--- config.mk ---
export PLATFORM = sky130hd
export DESIGN_NAME = sar_adc_serial_readout
export DESIGN_NICKNAME = d
export VERILOG_FILES = /design/src/rtl/sar_readout_pkg.sv /design/src/rtl/edge_find.sv /design/src/rtl/pin_sync.sv /design/src/rtl/sar_adc_serial_readout.sv
export SDC_FILE = /design/constraint.sdc
export NUM_CORES = 1
export LEC_CHECK = 0
export BUFFER_PORTS_ARGS = -buffer_cell sky130_fd_sc_hd__buf_2
export CORE_MARGIN = 2
export CORE_UTILIZATION = 35
export CTS_BUF_LIST = sky130_fd_sc_hd__clkbuf_4 sky130_fd_sc_hd__clkbuf_8
export DETAILED_ROUTE_END_ITERATION = 8
export MAX_ROUTING_LAYER = met4
export SETUP_SLACK_MARGIN = 0.02
export SLEW_MARGIN = 10
export SYNTH_ARGS = -nofsm -noshare
export SYNTH_HDL_FRONTEND = slang
export SYNTH_SLANG_ARGS = --single-unit
--- constraint.sdc ---
create_clock -name clk_sys -period 3.3 [get_ports clk_sys]
set_input_delay 0.66 -clock clk_sys [delete_from_list [all_inputs] [get_ports clk_sys]]
set_output_delay 0.66 -clock clk_sys [all_outputs]
set_load 0.02 [all_outputs]
--- src/rtl/sar_readout_pkg.sv ---
// Constants and shared types of the converter serial readout block.
// Behaviour
// - Latch serial input at each strobe rising edge to pick the interface mode.
// - Serial input high picks chip-select mode, low picks daisy-chain mode.
// - Serial input tied to the strobe gives daisy-chain mode.
// - Three-wire use needs only strobe, serial clock and serial output.
// - Four-wire readout is gated by serial input as select, apart from strobe.
// - Busy bit marks end of conversion; one extra clock flushes it first.
// - Chip-select mode enables busy if strobe or serial input low at completion.
// - Daisy-chain mode takes busy enable from serial clock at strobe rise.
// - Output bits hold across both clock edges; host captures on falling edge.
// - Unread bits are kept and shifted out first in the next cycle.
// - Strobe falling while serial clock high enters shutdown.
// - Strobe falling while serial clock low leaves shutdown.
// - Three-wire chip-select: strobe rise starts conversion, output goes high impedance.
// - A started conversion completes whatever the strobe does.
// - After conversion acquire again; falling strobe drives the first result bit.
// - Bits shift on falling clock edges; output released after 18th edge or strobe high.
// - Daisy-chain mode shifts serial input into the register on falling edges.
// - Serial input and strobe both low drive the output low.
// - With busy enabled, completion drives the output from high impedance to low.
package sar_readout_pkg;

	// ------------------------------------------------------------
	// Widths and timing
	// ------------------------------------------------------------
	localparam int RESULT_BITS  = 18;
	localparam int SHIFT_BITS   = 2 * RESULT_BITS;
	localparam int CLK_PERIOD_NS = 50;
	localparam int CONV_TIME_NS  = 1000;
	localparam int CONV_CYCLES   = (CONV_TIME_NS + CLK_PERIOD_NS - 1) / CLK_PERIOD_NS;
	localparam int QUIET_BEFORE_STROBE_TIME_NS = 25;
	localparam int QUIET_AFTER_STROBE_TIME_NS  = 10;
	localparam int QUIET_BEFORE_CYCLES =
		(QUIET_BEFORE_STROBE_TIME_NS + CLK_PERIOD_NS - 1) / CLK_PERIOD_NS;
	localparam int QUIET_AFTER_CYCLES =
		(QUIET_AFTER_STROBE_TIME_NS + CLK_PERIOD_NS - 1) / CLK_PERIOD_NS;
	localparam logic [4:0] EDGES_PLAIN = 5'h12;
	localparam logic [4:0] EDGES_BUSY  = 5'h13;

	// ------------------------------------------------------------
	// Reset values
	// ------------------------------------------------------------
	localparam logic [SHIFT_BITS-1:0] SHIFT_RESET = '0;
	localparam logic [5:0]            COUNT_RESET = 6'h00;

	// ------------------------------------------------------------
	// Types
	// ------------------------------------------------------------
	typedef enum logic [1:0] {
		ST_ACQUIRE  = 2'b00,
		ST_CONVERT  = 2'b01,
		ST_SHUTDOWN = 2'b10
	} phase_t;

	// Link pin levels after synchronisation
	typedef struct packed {
		logic strobe;
		logic sclk;
		logic sdi;
	} link_t;

endpackage : sar_readout_pkg
--- src/rtl/edge_find.sv ---
// Edge finder: rising and falling pulses plus the level one cycle earlier.
`timescale 1ns/10ps
module edge_find #(
	parameter int WIDTH = 3
) (
	input  wire logic             clk_sys,
	input  wire logic             rst_n,
	input  wire logic [WIDTH-1:0] level,
	output logic      [WIDTH-1:0] level_prev,
	output logic      [WIDTH-1:0] rise,
	output logic      [WIDTH-1:0] fall
);
	// --------------------------------------------------------
	// Delay by one cycle and compare
	// --------------------------------------------------------
	always_ff @(posedge clk_sys or negedge rst_n) begin
		if (!rst_n) begin
			level_prev <= '0;
		end else begin
			level_prev <= level;
		end
	end

	assign rise = level & ~level_prev;
	assign fall = ~level & level_prev;
endmodule : edge_find

--- src/rtl/pin_sync.sv ---
// Two-stage synchroniser for a group of asynchronous pins.
`timescale 1ns/10ps
module pin_sync #(
	parameter int WIDTH = 3
) (
	input  wire logic             clk_sys,
	input  wire logic             rst_n,
	input  wire logic [WIDTH-1:0] async_in,
	output logic      [WIDTH-1:0] sync_out
);
	logic [WIDTH-1:0] meta_reg;

	// --------------------------------------------------------
	// Two flops per bit; only the second stage is read
	// --------------------------------------------------------
	genvar i;
	generate
		for (i = 0; i < WIDTH; i++) begin : g_bit
			always_ff @(posedge clk_sys or negedge rst_n) begin
				if (!rst_n) begin
					meta_reg[i] <= 1'b0;
					sync_out[i] <= 1'b0;
				end else begin
					meta_reg[i] <= async_in[i];
					sync_out[i] <= meta_reg[i];
				end
			end
		end
	endgenerate
endmodule : pin_sync

--- src/rtl/sar_adc_serial_readout.sv ---
// Conversion control and serial readout of an 18-bit converter.
`timescale 1ns/10ps
module sar_adc_serial_readout (
	input  wire logic                                 clk_sys,
	input  wire logic                                 rstn,
	input  wire logic                                 convert_strobe,
	input  wire logic                                 sclk,
	input  wire logic                                 sdi,
	input  wire logic [sar_readout_pkg::RESULT_BITS-1:0] conv_result,
	output logic                                      sdo_o,
	output logic                                      sdo_oe,
	output logic                                      converting,
	output logic                                      shutdown,
	output logic                                      chain_mode,
	output logic                                      busy_enabled
);

	// ------------------------------------------------------------
	// State record
	// ------------------------------------------------------------
	typedef struct packed {
		sar_readout_pkg::phase_t                          phase;
		logic [7:0]                                       conv_cnt;
		logic                                             mode_cs;
		logic                                             busy_en;
		logic                                             busy_pend;
		logic [sar_readout_pkg::RESULT_BITS-1:0]          sample;
		logic [sar_readout_pkg::SHIFT_BITS-1:0]           shift;
		logic [5:0]                                       bit_cnt;
		logic [4:0]                                       edge_cnt;
		logic                                             sdo;
		logic                                             sdo_oe;
	} state_t;

	state_t state_reg;
	state_t state_next;

	logic                        rst_meta_reg;
	logic                        rst_sync_reg;
	sar_readout_pkg::link_t      link_sync;
	sar_readout_pkg::link_t      link_prev;
	sar_readout_pkg::link_t      link_rise;
	sar_readout_pkg::link_t      link_fall;
	logic                        cs_select;
	logic                        strobe_fall;
	logic                        strobe_rise;
	logic                        clk_fall;
	logic [4:0]                  edge_limit;

	// ------------------------------------------------------------
	// Reset release
	// ------------------------------------------------------------
	// Asserted at once, released only after two clean clock edges
	always_ff @(posedge clk_sys or negedge rstn) begin
		if (!rstn) begin
			rst_meta_reg <= 1'b0;
			rst_sync_reg <= 1'b0;
		end else begin
			rst_meta_reg <= 1'b1;
			rst_sync_reg <= rst_meta_reg;
		end
	end

	// ------------------------------------------------------------
	// Pin capture
	// ------------------------------------------------------------
	// All three link pins are asynchronous to clk_sys
	pin_sync #(
		.WIDTH (3)
	) u_pin_sync (
		.clk_sys  (clk_sys),
		.rst_n    (rst_sync_reg),
		.async_in ({convert_strobe, sclk, sdi}),
		.sync_out (link_sync)
	);

	edge_find #(
		.WIDTH (3)
	) u_edge_find (
		.clk_sys    (clk_sys),
		.rst_n      (rst_sync_reg),
		.level      (link_sync),
		.level_prev (link_prev),
		.rise       (link_rise),
		.fall       (link_fall)
	);

	assign strobe_rise = link_rise.strobe;
	assign strobe_fall = link_fall.strobe;
	assign clk_fall    = link_fall.sclk;

	// ------------------------------------------------------------
	// Helpers
	// ------------------------------------------------------------
	// Keep the unread top bits, append the fresh result right behind them
	function automatic logic [sar_readout_pkg::SHIFT_BITS-1:0] merge_result(
		input logic [sar_readout_pkg::SHIFT_BITS-1:0]  old_bits,
		input logic [5:0]                              unread,
		input logic [sar_readout_pkg::RESULT_BITS-1:0] fresh
	);
		logic [sar_readout_pkg::SHIFT_BITS-1:0] keep_mask;
		logic [sar_readout_pkg::SHIFT_BITS-1:0] placed;
		keep_mask = ~({sar_readout_pkg::SHIFT_BITS{1'b1}} >> unread);
		placed    = {fresh, {sar_readout_pkg::RESULT_BITS{1'b0}}} >> unread;
		return (old_bits & keep_mask) | placed;
	endfunction : merge_result

	// Unread count after a fresh result, saturating at the register size
	function automatic logic [5:0] add_result(input logic [5:0] unread);
		logic [6:0] sum;
		sum = {1'b0, unread} + 7'(sar_readout_pkg::RESULT_BITS);
		if (sum > 7'(sar_readout_pkg::SHIFT_BITS)) begin
			return 6'(sar_readout_pkg::SHIFT_BITS);
		end
		return sum[5:0];
	endfunction : add_result

	// Chip-select readout is open while strobe or serial input is low
	assign cs_select  = ~(link_sync.strobe & link_sync.sdi);
	assign edge_limit = state_reg.busy_en ? sar_readout_pkg::EDGES_BUSY
	                                      : sar_readout_pkg::EDGES_PLAIN;

	// ------------------------------------------------------------
	// Next-state logic
	// ------------------------------------------------------------
	always_comb begin
		state_next = state_reg;
		case (state_reg.phase)
			sar_readout_pkg::ST_ACQUIRE: begin
				if (strobe_rise) begin
					// The level just before the edge is the one latched, so an
					// input wired to the strobe itself reads low
					state_next.mode_cs  = link_prev.sdi;
					state_next.busy_en  = ~link_prev.sdi & link_prev.sclk;
					state_next.sample   = conv_result;
					state_next.conv_cnt = 8'(sar_readout_pkg::CONV_CYCLES - 1);
					state_next.edge_cnt = 5'h00;
					state_next.busy_pend = 1'b0;
					state_next.phase    = sar_readout_pkg::ST_CONVERT;
					if (link_prev.sdi) begin
						state_next.sdo_oe = 1'b0;
					end
				end else if (strobe_fall && link_sync.sclk) begin
					state_next.phase  = sar_readout_pkg::ST_SHUTDOWN;
					state_next.sdo_oe = 1'b0;
				end else if (!state_reg.mode_cs) begin
					// Chain: always driven, shift upstream data in
					state_next.sdo_oe = 1'b1;
					if (clk_fall) begin
						if (state_reg.busy_pend) begin
							state_next.busy_pend = 1'b0;
						end else begin
							// Upstream data enters right behind one result word, so a
							// chain passes it on after 18 clocks and not after 36
							state_next.shift = {state_reg.shift[sar_readout_pkg::SHIFT_BITS-2:0],
							                    1'b0};
							if (state_reg.bit_cnt > 6'(sar_readout_pkg::RESULT_BITS)) begin
								state_next.shift[0] = link_sync.sdi;
							end else begin
								state_next.shift[sar_readout_pkg::SHIFT_BITS-sar_readout_pkg::RESULT_BITS] =
									link_sync.sdi;
							end
							if (state_reg.bit_cnt != 6'h00) begin
								state_next.bit_cnt = state_reg.bit_cnt - 6'h01;
							end
						end
					end
				end else begin
					// Chip-select readout, edges counted per conversion from the strobe rise
					if (clk_fall && cs_select && state_reg.edge_cnt < edge_limit) begin
						state_next.edge_cnt = state_reg.edge_cnt + 5'h01;
						if (state_reg.busy_pend) begin
							state_next.busy_pend = 1'b0;
						end else begin
							state_next.shift = {state_reg.shift[sar_readout_pkg::SHIFT_BITS-2:0],
							                    1'b0};
							if (state_reg.bit_cnt != 6'h00) begin
								state_next.bit_cnt = state_reg.bit_cnt - 6'h01;
							end
						end
					end
					// Released after the last edge or once deselected
					state_next.sdo_oe = cs_select &&
					                    (state_next.edge_cnt < edge_limit);
				end
			end
			sar_readout_pkg::ST_CONVERT: begin
				// Strobe activity is ignored until the count runs out
				if (state_reg.conv_cnt != 8'h00) begin
					state_next.conv_cnt = state_reg.conv_cnt - 8'h01;
				end else begin
					state_next.shift   = merge_result(state_reg.shift, state_reg.bit_cnt,
					                                  state_reg.sample);
					state_next.bit_cnt = add_result(state_reg.bit_cnt);
					state_next.phase   = sar_readout_pkg::ST_ACQUIRE;
					if (state_reg.mode_cs) begin
						state_next.busy_en = ~link_sync.strobe | ~link_sync.sdi;
					end
					if (state_next.busy_en) begin
						state_next.busy_pend = 1'b1;
						state_next.sdo_oe    = 1'b1;
					end else if (!state_reg.mode_cs) begin
						state_next.sdo_oe = 1'b1;
					end else begin
						state_next.sdo_oe = cs_select;
					end
				end
			end
			sar_readout_pkg::ST_SHUTDOWN: begin
				state_next.sdo_oe = 1'b0;
				if (strobe_fall && !link_sync.sclk) begin
					state_next.phase = sar_readout_pkg::ST_ACQUIRE;
				end
			end
			default: begin
				state_next.phase = sar_readout_pkg::ST_ACQUIRE;
			end
		endcase

		// Output bit: busy low, else the head of the register
		state_next.sdo = state_next.busy_pend ? 1'b0
		                 : state_next.shift[sar_readout_pkg::SHIFT_BITS-1];

		// Both low outside conversion and shutdown: drive low for the chain
		if (!link_sync.strobe && !link_sync.sdi &&
		    state_next.phase == sar_readout_pkg::ST_ACQUIRE) begin
			state_next.sdo    = 1'b0;
			state_next.sdo_oe = 1'b1;
		end
	end

	// ------------------------------------------------------------
	// State register
	// ------------------------------------------------------------
	// Within a readout the output bit only moves on sampled falling edges, so it is
	// stable around every rising edge the host may sample on
	always_ff @(posedge clk_sys or negedge rst_sync_reg) begin
		if (!rst_sync_reg) begin
			state_reg.phase     <= sar_readout_pkg::ST_ACQUIRE;
			state_reg.conv_cnt  <= 8'h00;
			state_reg.mode_cs   <= 1'b1;
			state_reg.busy_en   <= 1'b0;
			state_reg.busy_pend <= 1'b0;
			state_reg.sample    <= '0;
			state_reg.shift     <= sar_readout_pkg::SHIFT_RESET;
			state_reg.bit_cnt   <= sar_readout_pkg::COUNT_RESET;
			state_reg.edge_cnt  <= 5'h00;
			state_reg.sdo       <= 1'b0;
			state_reg.sdo_oe    <= 1'b0;
		end else begin
			state_reg <= state_next;
		end
	end

	// ------------------------------------------------------------
	// Outputs
	// ------------------------------------------------------------
	assign sdo_o        = state_reg.sdo;
	assign sdo_oe       = state_reg.sdo_oe;
	assign converting   = (state_reg.phase == sar_readout_pkg::ST_CONVERT);
	assign shutdown     = (state_reg.phase == sar_readout_pkg::ST_SHUTDOWN);
	assign chain_mode   = ~state_reg.mode_cs;
	assign busy_enabled = state_reg.busy_en;

endmodule : sar_adc_serial_readout

==> results.json <==
{
  "largest_register_ff_count": 77,
  "cts.sinks": 91,
  "timing.hold.ws_ns": 0.02474,
  "p_per_area_mw_per_mm2": 863.7,
  "die_area_mm2": 0.01920,
  "drive_gt1_share_pct": 17.61,
  "max_freq_mhz": 345.9,
  "totalWireLength_um": 20150,
  "dp_hpwl_um": 14620,
  "yosys_warnings": 0,
  "numPortBuffers": 28,
  "fin_crit_sh_pct": 87.61,
  "diodes": 0,
  "r2r-start": "state_reg[8]",
  "synth_edf_count": 0,
  "synth_cell_types": 70,
  "clock_latency_ns": 0.39,
  "die_w_um": 138.6,
  "tritoncts": "built",
  "cts_setup_buffers": 0,
  "crit_buf_inv": 0,
  "start_util_pct": 35.52,
  "htreeDepth": 3,
  "ys_seq_area_share_pct": 35.95,
  "setup_viol": 0,
  "num_rows": 49,
  "rsz0062_at_grt": "false",
  "gp_congestion": 1.051,
  "syn_nets": 760,
  "clk_root_buffer_cell": "clkbuf_8",
  "status": "complete, no violations",
  "slew_viol_final": 0,
  "first_global_vias": 5653,
  "drt-initial-drc-count": 769,
  "antenna_found_initial": 0,
  "clockBufferDepth": 2,
  "post_synth.cell_area_avg_um2": 8.814,
  "setup_tns_ns": 0,
  "drc_errors": 0,
  "crit_type": "flip-flop to flip-flop",
  "hold_viol": 0,
  "cp-end-kind": "flip-flop",
  "first_pass_iters": 6,
  "syn_inst": 719,
  "synth_common_cells": "90 x dfrtp_1, 85 x nor2_1, 64 x nand2_1",
  "r2r_slack_ns": 0.41,
  "post_cts_resized": 0,
  "clkTransAtPathRegs_ns": 0.10,
  "synth.area.top_cells": "dfrtp_1 36%, mux2_2 5.5%, nor2_1 5.0%",
  "wire_per_inst_um": 20.71,
  "grt_usage_pct": 21.52,
  "synth-seq-cells": 91,
  "nNetsFinal": 780,
  "p_leak_nw": 2.867,
  "synth_top_area_share_pct": 35.54,
  "cts_hold_buf": 0,
  "grt_pass1_wl_um": 32090,
  "ioPinCount": 29,
  "die_h_um": 138.6,
  "critPathMaxFanout": 17,
  "async_reset_ff_share_pct": 100.0,
  "cp-start-kind": "flip-flop",
  "slowest_stage": "dfrtp_1",
  "netlist_area_mm2": 0.006337,
  "cts_buffers": 9,
  "worstMarginPinSlew_ns": 0.8762,
  "crit_required_ns": 3.58,
  "num_vias": 6046,
  "worst-r2r-cell-count": 5,
  "yosys.area.top_type": "dfrtp_1",
  "place_area_mm2": 0.006834,
  "core_area_mm2": 0.01784,
  "critPathMaxStageDelay_ns": 0.81,
  "grt_overflow": 0,
  "grt_max_degree": 52,
  "synth.most_common_cell": "dfrtp_1",
  "crit_family": "compound AO/OA/AOI/OAI gates",
  "skew_ns": 0.009682,
  "relSlewSlack_pct": 41.59,
  "ir_worst_vdd_uv": 463.0,
  "cap_violations": 0,
  "worstReg2RegEnd": "state_reg[23]",
  "crit_path_cell_trace": "mux4_2, a222oi_1, o221ai_1, a221oi_1, nor2_1",
  "area_growth_pct": 10.82,
  "fin_area_mm2": 0.007023,
  "critPathArrivalTime_ns": 3.17,
  "routed_via_density": 6.214,
  "fill_cells": 1773,
  "hold_path.class": "primary input to asynchronous set/reset pin",
  "min_period_ns": 2.891,
  "ant_nets": 0,
  "synth_top_flop_cell": "dfrtp_1"
}
==> area by class of cell <==
cell class / instances / area, um^2 / share of cell area, %
multi-input combinational: 554 / 3779 / 53.80
timing repair buffer: 62 / 407.9 / 5.808
tap: 229 / 286.5 / 4.080
inverter: 21 / 78.83 / 1.122
clock buffer: 10 / 131.4 / 1.871
clock inverter: 6 / 57.56 / 0.8195
sequential: 91 / 2282 / 32.50
==> report_power, final <==
group          internal (W)  switching, W
registers           0.00156      0.000557
clock network      0.000301      0.000460
logic               0.00129       0.00190
total               0.00315       0.00291
==> cells in the final DEF (no fill, tap or decap), drive strengths merged, types with 6 or more instances in the layout <==
cell	n
ha	18
nor4	6
nor2b	9
nand2b	10
a22oi	12
nor2	85
o22ai	10
a22o	8
a211oi	8
o221ai	11
or3	8
a31oi	14
inv	22
nand2	64
buf	62
mux4	8
a221oi	22
mux2i	21
dfrtp	90
a21oi	42
nand3	10
nor3	12
clkbuf	10
a32oi	9
mux2	31
and2	6
o21ai	56
==> cells by family after synthesis <==
| logic type | count (synthesis) | share of synthesized area, % |
|---|---|---|
| AOI/OAI and AO/OA | 240 | 26.54 |
| and+or+nand+nor | 229 | 16.76 |
| DFF | 91 | 35.95 |
| buffers and inverters | 74 | 4.639 |
| muxes | 60 | 11.67 |
| adders and majority gates | 18 | 3.554 |
| xor gates and xnor gates | 6 | 0.8292 |
| other | 1 | 0.05917 |
==> through the flow <==
stage                     std cells  power, W  util [%]  worst slack [ns]
final                           973  0.006066     39.36            0.4090
after global routing            973  0.006465     39.36            0.1793
after CTS                       973  0.006002     39.36            0.4305
after detailed placement        957  0.005231     38.31            0.4263
after global placement          957  0.005216     38.31            0.3122
after floorplan                 719  0.004157         -            0.5794
==> layer usage <==
| layer | share of wire (%) | global-route usage [%] | wire length (um) |
|---|---|---|---|
| met3 | 8.8 | 3.626 | 1765 |
| met1 | 42 | 28.83 | 8499 |
| met5 | 0 | - | 0 |
| met2 | 45 | 31.68 | 9031 |
| met4 | 4.3 | 10.53 | 858 |
==> worst max path at each step <==
stage | slack (ns) | from | endpoint | cells past startpoint
after floorplan | 0.58 | rst_sync_reg | busy_enabled | 0
after global placement | 0.31 | state_reg[8] | state_reg[34] | 8
after detailed placement | 0.43 | state_reg[8] | state_reg[23] | 5
after CTS | 0.43 | state_reg[8] | state_reg[23] | 5
after global routing | 0.18 | state_reg[8] | state_reg[23] | 5
final | 0.41 | state_reg[8] | state_reg[23] | 5
No activity file was read; power rests on OpenSTA's default activity.
